--- src/common/dswp_pkg.sv ---
package dswp_pkg;

  // ----------------------------------------------------------------
  // Frame layout
  // ----------------------------------------------------------------
  localparam int DSWP_FRAME_BITS = 16;
  localparam int DSWP_CNT_W = 5;
  localparam logic [DSWP_CNT_W-1:0] DSWP_LAST_BIT = 5'h0F;
  localparam int DSWP_DATA_W = 10;
  localparam int DSWP_DATA_LSB = 2;
  localparam int DSWP_DATA_MSB = 11;
  localparam int DSWP_MODE_HI = 13;
  localparam int DSWP_MODE_LO = 12;
  localparam logic [DSWP_DATA_W-1:0] DSWP_DATA_RST = 10'h000;
  localparam logic [1:0] DSWP_MODE_RST = 2'h0;
  localparam logic [DSWP_FRAME_BITS-1:0] DSWP_SHIFT_RST = 16'h0000;
  localparam logic [DSWP_CNT_W-1:0] DSWP_CNT_RST = 5'h00;
  localparam logic [DSWP_CNT_W-1:0] DSWP_CNT_STEP = 5'h01;
  // Synchronised pins reset to select high, clock and data low
  localparam logic [2:0] DSWP_SYNC_RST = 3'h4;
  localparam logic DSWP_SCLK_RST = 1'b0;

  typedef struct packed {
    logic power_mode_bit_hi;
    logic power_mode_bit_lo;
    logic [DSWP_DATA_W-1:0] code;
  } dswp_word_s;

  typedef enum logic [2:0] {
    DSWP_IDLE = 3'h1,
    DSWP_SHIFT = 3'h2,
    DSWP_DONE = 3'h4
  } dswp_state_e;

endpackage

--- src/rtl/dswp_sync.sv ---
`timescale 1ns/1ps
`default_nettype none
module dswp_sync
  import dswp_pkg::*;
(
  input wire logic core_clk_in,
  input wire logic srst_in,
  input wire logic ce_in,
  input wire logic [2:0] async_in,
  output logic [2:0] sync_out
);
  logic [2:0] meta_reg;
  logic [2:0] meta_next;
  logic [2:0] sync_reg;
  logic [2:0] sync_next;

  always_comb begin
    meta_next = meta_reg;
    sync_next = sync_reg;
    if (srst_in) begin
      meta_next = DSWP_SYNC_RST;
      sync_next = DSWP_SYNC_RST;
    end else if (ce_in) begin
      meta_next = async_in;
      sync_next = meta_reg;
    end
  end

  always_ff @(posedge core_clk_in) begin
    meta_reg <= meta_next;
    sync_reg <= sync_next;
  end

  assign sync_out = sync_reg;
endmodule
`default_nettype wire

--- src/rtl/dswp_port.sv ---
`timescale 1ns/1ps
`default_nettype none
module dswp_port
  import dswp_pkg::*;
(
  input wire logic core_clk_in,
  input wire logic srst_in,
  input wire logic ce_in,
  input wire logic frame_sel_n_in,
  input wire logic shift_clk_in,
  input wire logic serial_data_in,
  output logic [DSWP_DATA_W-1:0] dac_code_out,
  output logic power_mode_bit_hi_out,
  output logic power_mode_bit_lo_out,
  output logic update_out,
  output logic abort_out
);
  // ----------------------------------------------------------------
  // Pin synchronisers
  // ----------------------------------------------------------------
  logic [2:0] pins_sync;
  logic sel_n;
  logic sclk;
  logic din;

  dswp_sync u_sync (
    .core_clk_in(core_clk_in),
    .srst_in(srst_in),
    .ce_in(ce_in),
    .async_in({frame_sel_n_in, shift_clk_in, serial_data_in}),
    .sync_out(pins_sync)
  );

  assign sel_n = pins_sync[2];
  assign sclk = pins_sync[1];
  assign din = pins_sync[0];

  // ----------------------------------------------------------------
  // Decode helpers
  // ----------------------------------------------------------------
  // True while a frame is being shifted in
  function automatic logic is_shifting(input dswp_state_e st);
    is_shifting = (st == DSWP_SHIFT);
  endfunction

  // True when the counter points at the last bit of a frame
  function automatic logic last_bit(
    input logic [DSWP_CNT_W-1:0] cnt
  );
    last_bit = (cnt == DSWP_LAST_BIT);
  endfunction

  // Splits a full frame into mode bits and converter code
  function automatic dswp_word_s unpack_frame(
    input logic [DSWP_FRAME_BITS-1:0] frame
  );
    dswp_word_s word;
    word.power_mode_bit_hi = frame[DSWP_MODE_HI];
    word.power_mode_bit_lo = frame[DSWP_MODE_LO];
    word.code = frame[DSWP_DATA_MSB:DSWP_DATA_LSB];
    return word;
  endfunction

  // ----------------------------------------------------------------
  // Shift clock edge detector
  // ----------------------------------------------------------------
  logic sclk_d_reg;
  logic sclk_d_next;
  logic fall;

  always_comb begin
    sclk_d_next = sclk;
    // Reset low, like the synchronised clock, so release gives no false fall
    if (srst_in) begin
      sclk_d_next = DSWP_SCLK_RST;
    end
  end

  always_ff @(posedge core_clk_in) begin
    if (ce_in || srst_in) begin
      sclk_d_reg <= sclk_d_next;
    end
  end

  // Only a high-to-low step of the sampled shift clock moves a bit
  assign fall = sclk_d_reg & ~sclk;

  // ----------------------------------------------------------------
  // Frame control
  // ----------------------------------------------------------------
  dswp_state_e state_reg;
  dswp_state_e state_next;
  logic [DSWP_FRAME_BITS-1:0] shift_reg;
  logic [DSWP_FRAME_BITS-1:0] shift_next;
  logic [DSWP_FRAME_BITS-1:0] shift_in;
  logic [DSWP_CNT_W-1:0] cnt_reg;
  logic [DSWP_CNT_W-1:0] cnt_next;
  logic shift_en;
  logic frame_end;
  logic frame_abort;

  // First bit lands in the top position after sixteen shifts
  assign shift_in = {shift_reg[DSWP_FRAME_BITS-2:0], din};
  assign shift_en = is_shifting(state_reg) && fall;
  assign frame_end = shift_en && last_bit(cnt_reg);
  // Select may rise together with the last fall; that fall still counts,
  // so an abort is only taken when no fall is pending
  assign frame_abort = is_shifting(state_reg) && !fall && sel_n;

  always_comb begin
    state_next = state_reg;
    shift_next = shift_reg;
    cnt_next = cnt_reg;
    case (state_reg)
      DSWP_IDLE: begin
        if (!sel_n) begin
          state_next = DSWP_SHIFT;
          shift_next = DSWP_SHIFT_RST;
          cnt_next = DSWP_CNT_RST;
        end
      end
      DSWP_SHIFT: begin
        if (shift_en) begin
          // Counter and shift register move together on each taken fall
          shift_next = shift_in;
          cnt_next = cnt_reg + DSWP_CNT_STEP;
          if (frame_end) begin
            state_next = DSWP_DONE;
          end
        end else if (frame_abort) begin
          state_next = DSWP_IDLE;
          shift_next = DSWP_SHIFT_RST;
          cnt_next = DSWP_CNT_RST;
        end
      end
      DSWP_DONE: begin
        // Further falls are ignored until select has been high
        if (sel_n) begin
          state_next = DSWP_IDLE;
        end
      end
      default: begin
        state_next = DSWP_IDLE;
      end
    endcase
    if (srst_in) begin
      state_next = DSWP_IDLE;
      shift_next = DSWP_SHIFT_RST;
      cnt_next = DSWP_CNT_RST;
    end
  end

  always_ff @(posedge core_clk_in) begin
    if (ce_in || srst_in) begin
      state_reg <= state_next;
      shift_reg <= shift_next;
      cnt_reg <= cnt_next;
    end
  end

  // ----------------------------------------------------------------
  // Converter register
  // ----------------------------------------------------------------
  dswp_word_s word_reg;
  dswp_word_s word_next;

  always_comb begin
    word_next = word_reg;
    if (frame_end) begin
      word_next = unpack_frame(shift_in);
    end
    if (srst_in) begin
      word_next = {DSWP_MODE_RST, DSWP_DATA_RST};
    end
  end

  always_ff @(posedge core_clk_in) begin
    if (ce_in || srst_in) begin
      word_reg <= word_next;
    end
  end

  // ----------------------------------------------------------------
  // Event pulses
  // ----------------------------------------------------------------
  logic update_reg;
  logic update_next;
  logic abort_reg;
  logic abort_next;

  always_comb begin
    update_next = 1'b0;
    abort_next = 1'b0;
    if (frame_end) begin
      update_next = 1'b1;
    end
    // A cut frame only raises this pulse; mode and code stay put
    if (frame_abort) begin
      abort_next = 1'b1;
    end
    if (srst_in) begin
      update_next = 1'b0;
      abort_next = 1'b0;
    end
  end

  always_ff @(posedge core_clk_in) begin
    if (ce_in || srst_in) begin
      update_reg <= update_next;
      abort_reg <= abort_next;
    end
  end

  // ----------------------------------------------------------------
  // Outputs
  // ----------------------------------------------------------------
  assign dac_code_out = word_reg.code;
  assign power_mode_bit_hi_out = word_reg.power_mode_bit_hi;
  assign power_mode_bit_lo_out = word_reg.power_mode_bit_lo;
  assign update_out = update_reg;
  assign abort_out = abort_reg;
endmodule
`default_nettype wire

--- config.mk ---
export PLATFORM = sky130hd
export DESIGN_NAME = dswp_port
export DESIGN_NICKNAME = d
export VERILOG_FILES = /design/src/common/dswp_pkg.sv /design/src/rtl/dswp_sync.sv /design/src/rtl/dswp_port.sv
export SDC_FILE = /design/constraint.sdc
export NUM_CORES = 1
export LEC_CHECK = 0
export BUFFER_PORTS_ARGS = -buffer_cell sky130_fd_sc_hd__buf_4
export CAP_MARGIN = 10
export CORE_ASPECT_RATIO = 1.75
export CORE_MARGIN = 2
export CORE_UTILIZATION = 42
export CTS_CLUSTER_SIZE = 28
export DETAILED_ROUTE_END_ITERATION = 10
export SYNTH_ARGS = -nofsm -noshare
export SYNTH_HDL_FRONTEND = slang
export SYNTH_HIERARCHICAL = 1
export SYNTH_SLANG_ARGS = --single-unit
--- constraint.sdc ---
create_clock -name core_clk_in -period 1.7 [get_ports core_clk_in]
set_input_delay 0.085 -clock core_clk_in [delete_from_list [all_inputs] [get_ports core_clk_in]]
set_output_delay 0.085 -clock core_clk_in [all_outputs]
set_load 0.01 [all_outputs]
==> results of run 1 <==
## per-layer routing
metal,global-route usage,share of wire
met5,0,0
met4,0.0629,0.021
met3,0.0502,0.041
met2,0.248,0.54
met1,0.144,0.40
## cell usage in the layout (no fill, tap or decap), types with 2 or more instances in the layout
master    count
nand2b_1      4
dfxtp_1       6
nor2_1        9
clkbuf_8      5
inv_1         2
and3_1       16
edfxtp_1     36
mux2i_1       4
nor2b_1      16
a211o_1       2
ha_1          2
buf_4        24
nand2_2       2
nand3_1       3
## report_power, final
| group | internal, mW | switching (mW) | leakage [nW] | total, mW |
|---|---|---|---|---|
| sequential | 1.18 | 0.0258 | 0.423 | 1.20 |
| combinational | 0.0829 | 0.0952 | 0.403 | 0.178 |
| clock | 0.282 | 0.325 | 0.0426 | 0.608 |
## worst max-delay path by stage
stage	startpoint	slack, ns	endpoint	cells after the start
CTS	cnt_reg[0]	0.05	power_mode_bit_hi_out	4
finish	cnt_reg[0]	0.05	dac_code_out[9]	4
global route	cnt_reg[0]	0.002	state_reg[0]	6
global placement	cnt_reg[0]	0.03	dac_code_out[2]	4
floorplan	state_reg[1]	0.08	cnt_reg[0]	3
detailed placement	cnt_reg[0]	-0.02	dac_code_out[4]	4
## synthesized netlist by cell type, types with 2 or more instances
cell      count
nand2b_1      4
and3_1       16
a211o_1       2
nor2_1        9
nor2b_1      16
mux2i_1       4
dfxtp_1       6
edfxtp_1     36
ha_1          2
nand2_2       2
buf_6         2
nand3_1       3
inv_1         2
buf_2         2
## worst max-delay path, delay by kind of cell, from the launching register on
| family | cells | cell delay [ns] |
|---|---|---|
| DFF | 1 | 0.42 |
| AOI/OAI and AO/OA | 1 | 0.39 |
| and+or+nand+nor | 1 | 0.15 |
| adders and majority gates | 2 | 0.42 |
## area by class of cell
cell class | instances | area, µm²
repair buffers | 26 | 210
flip-flops and latches | 42 | 1200
fillers | 380 | 2020
well taps | 49 | 61.3
multi-input cells | 73 | 492
clock buffers | 6 | 72.6
inverters | 3 | 11.3
clock inverters | 2 | 8.76
## kinds of logic after synthesis
group	Yosys count	synth area share
and+or+nand+nor	56	0.188
DFF	42	0.685
AOI/OAI and AO/OA	9	0.0449
buffers and inverters	9	0.0357
muxes	4	0.0228
xor gates and xnor gates	2	0.00999
adders and majority gates	2	0.0143
## stage by stage
stage	cell area [µm²]	TNS [ns]	utilization	power (mW)	hold slack, ns
finish	2060	0	0.505	1.99	0.0311
floorplan	1750	0	-	1.33	0.157
detailed placement	1960	-0.234	0.482	1.41	0.298
global route	2060	0	0.505	2.07	0.0559
CTS	2060	0	0.505	2.01	0.0255
global placement	1960	0	0.482	1.40	0.292
## timing repair
item	in CTS	in global routing
resized for setup	1	0
hold endpoints to repair	1	0
hold buffers	1	0
setup endpoints to repair	12	0
==> results.yml, run 1 <==
status:
  status: "completed"
hold_path:
  hold_path_class: "in -> reg"
  whs_endpoint: "u_sync/meta_reg[1]"
  min_path_cells: 3
  hold_path_startpoint: "shift_clk_in"
setup_path:
  endpoint_kind: "flip-flop"
  worstPathMaxFanout: 12
  start_kind: "flip-flop"
  crit_type: "reg -> reg"
  timing.critical_path.mode_cell: "ha_1"
  cp_slowest_cell: "edfxtp_1"
  r2r_cells: 4
  ff2ff_setup_slack_ns: 0.05
  cp.required_ns: 1.72
  r2r_start: "cnt_reg[0]"
  arrival_ns: 1.67
  cpPeakStageDelay_ns: 0.42
  path_cells: "ha_1 -> and3_1 -> ha_1 -> a41o_2"
  worstReg2RegEnd: "dac_code_out[9]"
cells_and_area:
  diodes: 0
  layout.cells.non_filler: 201
  layout.nets: 159
  largest_reg_flops: 13
  syn2layout_area_growth_pct: 17.3
  drive_above_1_share: 0.257
grt:
  globalRouteTotalUtil: 0.140
  grt_pass1_wl_mm: 4.68
  grt_overflow: 0
  grt_max_degree: 27
  grt_pass1_vias: 1036
  antenna_found_initial: 0
sta:
  rsz0062_at_grt: "false"
  finalHoldViolCount: 0
  period_share: 0.969
  relSlewSlack: 0.741
  min_period_ns: 1.65
  drv_slew: 0
  worst_pin_slew_ns: 0.387
  max_freq_mhz: 607
  finClkSkew_ns: 0.00515
  layout_setup_ws_ns: 0.0523
  setup_viol_count_final: 0
yosys:
  ys_warn_count: 6
  postSynth.asyncResetShare: 0
  synth_edf_count: 36
  synth.area.top_cells: "edfxtp_1 62%, dfxtp_1 6.8%, and3_1 5.7%, nor2b_1 5.7%, mux2i_1 2.3%"
  synth_cells: 124
  syn_nets: 132
  ys_ff_latch: 42
  yosysTopAreaCell: "edfxtp_1"
  synth_flop_cell: "edfxtp_1"
  synthDistinctLibCells: 32
  ys_seq_area_frac: 0.685
  synth_top_area_share: 0.616
  syn_area_per_cell_um2: 14.1
  syn_area_um2: 1750
route:
  via_per_inst: 5.16
  remaining_drc_errors: 0
  vias: 1038
  wl_per_cell_um: 14.4
  wirelength_mm: 2.90
  firstDrtPassIters: 3
  first_iter_violations: 28
  ant_nets: 0
place:
  hpwl_mm: 1.96
  place_ws_ns: -0.0197
  place.gp.congestion: 0.783
  dpl.cell_count: 192
  port_buffers: 19
die:
  die_y_um: 89.5
  core_um2: 4070
  die_w_um: 52.9
  die-area_um2: 4730
  num_rows: 31
  initial_core_util: 0.431
  io_pins: 20
clocking:
  worstSkewPairLatency_ns: 0.29
  root_buffer: "clkbuf_8"
  post-cts-setup-buffers: 0
  clock_path_buffers: 2
  cts_buffers: 5
  ctsHtreeMaxLevel: 2
  cts_tree: "yes"
  clock-sinks: 42
  clk_pin_slew_ns: 0.08
pwr:
  power_leakage_nw: 0.869
  ir_worst_vdd_mv: 0.850
  power.density_nw_per_um2: 968
job:
  cap_viol_max_count: 0
Note: power is estimated with default switching activity, not from simulation.
==> run 2: changes to the inputs <==
--- a/config.mk
+++ b/config.mk
@@ -5,6 +5,7 @@
 export SDC_FILE = /design/constraint.sdc
 export NUM_CORES = 1
 export LEC_CHECK = 0
+export ABC_AREA = 1
 export BUFFER_PORTS_ARGS = -buffer_cell sky130_fd_sc_hd__buf_4
 export CAP_MARGIN = 10
 export CORE_ASPECT_RATIO = 1.75
==> run 2 against run 1 <==
  * Routed wire length is 5.6% lower
  * Sequential power is 6% higher
  * Clock power is 3.5% lower
  * Combinational power is 43% higher
  * Area after synthesis is 0.14% lower
  * Synthesized cell count is 34% higher
  * First-iteration DRC count is 14% lower
  * Non-clock buffer count is 3 lower
  * Via count is 8.9% higher
  * Clock skew is 0.0018 ns lower
  * Critical path type unchanged
==> results.yml, run 2 <==
status:
  status: "completed"
die:
  io_pins: 20
  core_um2: 4070
  die_w_um: 52.8
  initial_core_util: 0.430
  die-area_um2: 4720
  die_y_um: 89.4
  num_rows: 31
cells_and_area:
  syn2layout_area_growth_pct: 17.1
  layout.nets: 199
  fill_cells: 391
  multiInputGateArea_um2: 405
  largest_reg_flops: 13
  seq_area_um2: 1200
  diodes: 0
  final_util: 0.504
  final_common_cell: "nor2_1"
  layout_common_cells: "47 x nor2_1, 36 x edfxtp_1, 27 x inv_1"
  drive_above_1_share: 0.220
setup_path:
  arrival_ns: 1.51
  endpoint_kind: "flip-flop"
  start_kind: "flip-flop"
  r2r_start: "cnt_reg[0]"
  path_cells: "ha_1 -> nand2_1 -> nor2_1 -> ha_1 -> nor2_1 -> nor2_1"
  cpPeakStageDelay_ns: 0.37
  worstPathMaxFanout: 3
  cp-startpoint: "cnt_reg[0]"
  cp.required_ns: 1.67
  timing.critical_path.mode_cell: "nor2_1"
  crit_type: "reg -> reg"
  cp_slowest_cell: "edfxtp_1"
sta:
  layout_setup_ws_ns: 0.164
  setup_viol_count_final: 0
  min_period_ns: 1.54
  drv_slew: 0
  rsz0062_at_grt: "false"
  relSlewSlack: 0.810
  period_share: 0.904
  finalHoldViolCount: 0
  max_freq_mhz: 651
  whs_ns: 0.0805
  worst_pin_slew_ns: 0.284
  finClkSkew_ns: 0.00339
yosys:
  synth_most_common_cell: "nor2_1"
  ys_ff_latch: 42
  synth_cells: 166
  ys_warn_count: 6
  yosysTopAreaCell: "edfxtp_1"
  synth.area.top_cells: "edfxtp_1 62%, nor2_1 10%, dfxtp_1 6.9%, inv_1 5.8%, nand2_1 4.3%"
  synth_common_cells: "48 x nor2_1, 36 x edfxtp_1, 27 x inv_1, 20 x nand2_1, 8 x nand3_1"
  synth_edf_count: 36
  synth_top_area_share: 0.617
  syn_area_per_cell_um2: 10.6
  synth_flop_cell: "edfxtp_1"
  syn_nets: 174
  ys_seq_area_frac: 0.686
  postSynth.asyncResetShare: 0
  syn_area_um2: 1750
  synthDistinctLibCells: 19
route:
  vias: 1130
  ant_nets: 0
  first_iter_violations: 24
  firstDrtPassIters: 4
  wl_per_cell_um: 11.4
  via_per_inst: 4.71
  remaining_drc_errors: 0
  wirelength_mm: 2.74
clocking:
  clock-sinks: 42
  ctsHtreeMaxLevel: 2
  root_buffer: "clkbuf_8"
  clock_path_buffers: 2
  clk_pin_slew_ns: 0.07
  cts_buffers: 5
  cts_tree: "yes"
  worstSkewPairLatency_ns: 0.29
job:
  cap_viol_max_count: 0
grt:
  grt_max_degree: 21
  antenna_found_initial: 0
  grt_pass1_vias: 1142
  grt_overflow: 0
  grt_pass1_wl_mm: 4.74
  globalRouteTotalUtil: 0.142
hold_path:
  hold_path_class: "in -> reg"
  hold_path_startpoint: "serial_data_in"
pwr:
  ir_worst_vdd_mv: 0.642
  power.density_nw_per_um2: 1030
  power_leakage_nw: 0.895
place:
  port_buffers: 19
  hpwl_mm: 2.06
  place_ws_ns: -0.0406
  place.gp.congestion: 0.709
==> run 2: changes by cell type after synthesis, moves of 5 or more <==
cell / delta
nand2_1: +19
nand3_1: +5
nor2b_1: -16
and3_1: -16
nor2_1: +39
inv_1: +25
==> run 2: cell type report <==
| class | count | share of cell area |
|---|---|---|
| sequential | 42 | 0.586 |
| timing repair buffer | 23 | 0.0915 |
| tap | 49 | 0.0299 |
| clock buffer | 5 | 0.0336 |
| multi-input combinational | 88 | 0.198 |
| clock inverter | 2 | 0.00488 |
| inverter | 31 | 0.0567 |
==> run 2: power breakdown <==
group,internal (mW),switching (mW),total [mW]
sequential,1.24,0.0377,1.27
combinational,0.0977,0.157,0.254
clock,0.275,0.311,0.587
==> run 2: through the flow <==
step           power (mW)  std cells  instance area, µm²  setup TNS [ns]
6_report             2.11        240                2050               0
5_1_grt              2.23        240                2050               0
4_1_cts              2.15        240                2050               0
3_5_place_dp         1.56        232                1950          -0.481
3_3_place_gp         1.54        232                1950               0
2_1_floorplan        1.45        166                1750               0
==> run 2: routing by layer <==
layer / up-vias / GRT usage / part of all wire
met3: 7 / 0.0401 / 0.047
met4: 0 / 0.0769 / 0.025
met2: 26 / 0.272 / 0.58
met5: - / 0 / 0
li1: 568 / - / -
met1: 529 / 0.128 / 0.35
==> run 2: cell families (layout without fill, tap and decap cells) <==
kind of cell,count (synthesis),count (layout),share of synthesized area
and+or+nand+nor,85,85,0.206
buffers and inverters,36,61,0.0886
DFF,42,42,0.686
xor gates and xnor gates,1,1,0.00500
adders and majority gates,2,2,0.0143
==> run 2: worst max-delay path, delay by kind of cell (launching register included) <==
kind	cells	cell delay, ns
simple gates	4	0.47
flops	1	0.37
fa+ha+maj	2	0.37
==> run 2: path summary, 6_finish.rpt <==
path | endpoint | slack (ns) | depth (start not counted)
worst min-delay path | u_sync/meta_reg[0] | 0.08 | 5
worst max register to register | state_reg[0] | 0.16 | 6
worst min register to register | u_sync/meta_reg[2] | 0.47 | 2
worst max-delay path | state_reg[0] | 0.16 | 6
==> run 2: what timing repair did <==
item | 4_1_cts | 5_1_grt
gates cloned | 0 | 0
buffers inserted | 0 | 0
gates resized for setup | 1 | 1
endpoints found under the hold margin | 1 | 0
hold buffers | 1 | 0
endpoints found under the setup margin | 12 | 8
==> run 3: changes to the inputs <==
--- a/config.mk
+++ b/config.mk
@@ -5,14 +5,15 @@
 export SDC_FILE = /design/constraint.sdc
 export NUM_CORES = 1
 export LEC_CHECK = 0
-export ABC_AREA = 1
+export ABC_AREA = 0
 export BUFFER_PORTS_ARGS = -buffer_cell sky130_fd_sc_hd__buf_4
 export CAP_MARGIN = 10
 export CORE_ASPECT_RATIO = 1.75
 export CORE_MARGIN = 2
-export CORE_UTILIZATION = 42
+export CORE_UTILIZATION = 29
 export CTS_CLUSTER_SIZE = 28
 export DETAILED_ROUTE_END_ITERATION = 10
+export GPL_TIMING_DRIVEN = 1
 export SYNTH_ARGS = -nofsm -noshare
 export SYNTH_HDL_FRONTEND = slang
 export SYNTH_HIERARCHICAL = 1
==> run 3 against run 2 <==
  * Total power grew 0.36%
  * Largest power group unchanged
  * Register-to-register slack lost 0.08 ns
  * Flip-flop and latch count is the same
  * Routed wire length grew 7.7%
  * Critical path type unchanged
  * Highest routed layer unchanged
==> results.yml, run 3 (synthesis gave the netlist of run 1 again) <==
setup_path:
  worstReg2RegEnd: "dac_code_out[3]"
  arrival_ns: 1.63
  worstPathMaxFanout: 12
  ff2ff_setup_slack_ns: 0.08
  start_kind: "flip-flop"
  cp.required_ns: 1.71
  r2r_cells: 4
  r2r_start: "cnt_reg[0]"
  endpoint_kind: "flip-flop"
  crit_type: "reg -> reg"
  cp-startpoint: "cnt_reg[0]"
sta:
  setup_viol_count_final: 0
  drv_slew: 0
  min_period_ns: 1.62
  worst_pin_slew_ns: 0.452
  finalHoldViolCount: 0
  relSlewSlack: 0.697
  period_share: 0.951
  rsz0062_at_grt: "false"
  max_freq_mhz: 619
  finClkSkew_ns: 0.00765
  setup-tns-final_ns: 0
  layout_setup_ws_ns: 0.0834
route:
  ant_nets: 0
  wirelength_mm: 2.95
  wl_per_cell_um: 12.8
  remaining_drc_errors: 0
  met3_length_um: 95
  dr_wl_met2_mm: 1.64
  top_layer_used: "met4"
  wl_met1_mm: 1.14
  vias: 1034
  first_iter_violations: 42
  firstDrtPassIters: 3
  via_per_inst: 4.50
grt:
  globalRouteTotalUtil: 0.0977
  grt_overflow: 0
  grt_pass1_wl_mm: 4.97
  grt_pass1_vias: 1057
  grt_max_degree: 27
  antenna_found_initial: 0
pwr:
  power.density_nw_per_um2: 1000
  swShare: 0.204
  pwr-share-seq: 0.568
  p_int_mw: 1.69
  power_leakage_nw: 0.882
  switchingPower_uw: 433
  clock_power_share: 0.347
  combPwrFrac: 0.085
  ir_worst_vdd_mv: 0.737
clocking:
  clk_pin_slew_ns: 0.07
  clock_path_buffers: 2
  ctsHtreeMaxLevel: 2
  root_buffer: "clkbuf_8"
  cts_tree: "yes"
  clock-sinks: 42
  cts_buffers: 5
  worstSkewPairLatency_ns: 0.29
die:
  initial_core_util: 0.298
  die_w_um: 62.8
  core_um2: 5880
  num_rows: 37
  die-area_um2: 6710
  die_y_um: 107
  io_pins: 20
place:
  hpwl_mm: 2.06
  place_ws_ns: -0.0616
  port_buffers: 19
  place.gp.congestion: 0.758
hold_path:
  whs_endpoint: "u_sync/meta_reg[1]"
  min_path_cells: 3
  hold_path_startpoint: "shift_clk_in"
  hold_path_class: "in -> reg"
job:
  cap_viol_max_count: 0
cells_and_area:
  syn2layout_area_growth_pct: 21.0
  multiInputGateArea_um2: 492
  layout_common_cells: "36 x edfxtp_1, 25 x buf_4, 16 x and3_1, 16 x nor2b_1, 9 x nor2_1"
  layout.nets: 160
  diodes: 0
  final_common_cell: "edfxtp_1"
  drive_above_1_share: 0.263
  fill_cells: 596
  seq_area_um2: 1200
  largest_reg_flops: 13
status:
  status: "completed"
run 3: cell count changes in the layout (fill, tap and decap cells not counted), sizes merged, moves of 2 or more:
| cell | change |
|---|---|
| a211o | +2 |
| and3 | +16 |
| buf | +4 |
| inv | -28 |
| mux2i | +4 |
| nand2 | -18 |
| nand2b | +4 |
| nand3 | -6 |
| nor2 | -43 |
| nor2b | +16 |
run 3: per-stage QoR:
step / utilization / hold WS [ns] / std cells / instance area [µm²] / power (mW)
after global placement: 0.342 / 0.292 / 222 / 2010 / 1.40
after floorplan: - / 0.157 / 124 / 1750 / 1.33
after global routing: 0.361 / 0.0494 / 230 / 2120 / 2.22
after CTS: 0.361 / 0.0314 / 230 / 2120 / 2.15
final: 0.361 / 0.0362 / 230 / 2120 / 2.12
after detailed placement: 0.342 / 0.297 / 222 / 2010 / 1.41
run 3: power groups by stage:
| stage | clock network [mW] | logic (mW) | registers [mW] |
|---|---|---|---|
| 2_1_floorplan | 0 | 0.0963 | 1.23 |
| 3_3_place_gp | 0 | 0.177 | 1.23 |
| 3_5_place_dp | 0 | 0.182 | 1.23 |
| 4_1_cts | 0.759 | 0.184 | 1.21 |
| 5_1_grt | 0.805 | 0.199 | 1.21 |
| 6_report | 0.737 | 0.180 | 1.21 |
run 3: how the worst max path moves through the flow:
stage | to | slack, ns
3_3_place_gp | dac_code_out[0] | 0.01
2_1_floorplan | cnt_reg[0] | 0.08
3_5_place_dp | dac_code_out[1] | -0.06
4_1_cts | dac_code_out[2] | 0.05
5_1_grt | dac_code_out[3] | 0.005
6_report | dac_code_out[3] | 0.08
run 3: final cells by class:
cell class                      instances  share of cell area
Multi-Input combinational cell         73               0.232
Tap cell                               78              0.0460
Clock buffer                            5              0.0324
Clock inverter                          2              0.0159
Inverter                                3             0.00531
Sequential cell                        42               0.566
Timing Repair Buffer                   27               0.103
run 3: layer usage:
layer  vias to the layer above  GRT usage
li1                        504          -
met1                       504     0.0941
met2                        21      0.184
met3                         5     0.0252
met4                         0     0.0571
met5                         -          0
run 3: timing repair:
item | 4_1_cts | 5_1_grt
hold buffers | 1 | 0
gates resized for setup | 1 | 0
endpoints found under the setup margin | 12 | 0
endpoints found under the hold margin | 1 | 0
setup buffers | 0 | 0
run 3: worst max-delay path: stages (launching register included):
cell and delay, ns:
edfxtp_1 0.40, ha_1 0.22, and3_1 0.14, ha_1 0.19, a41o_2 0.39
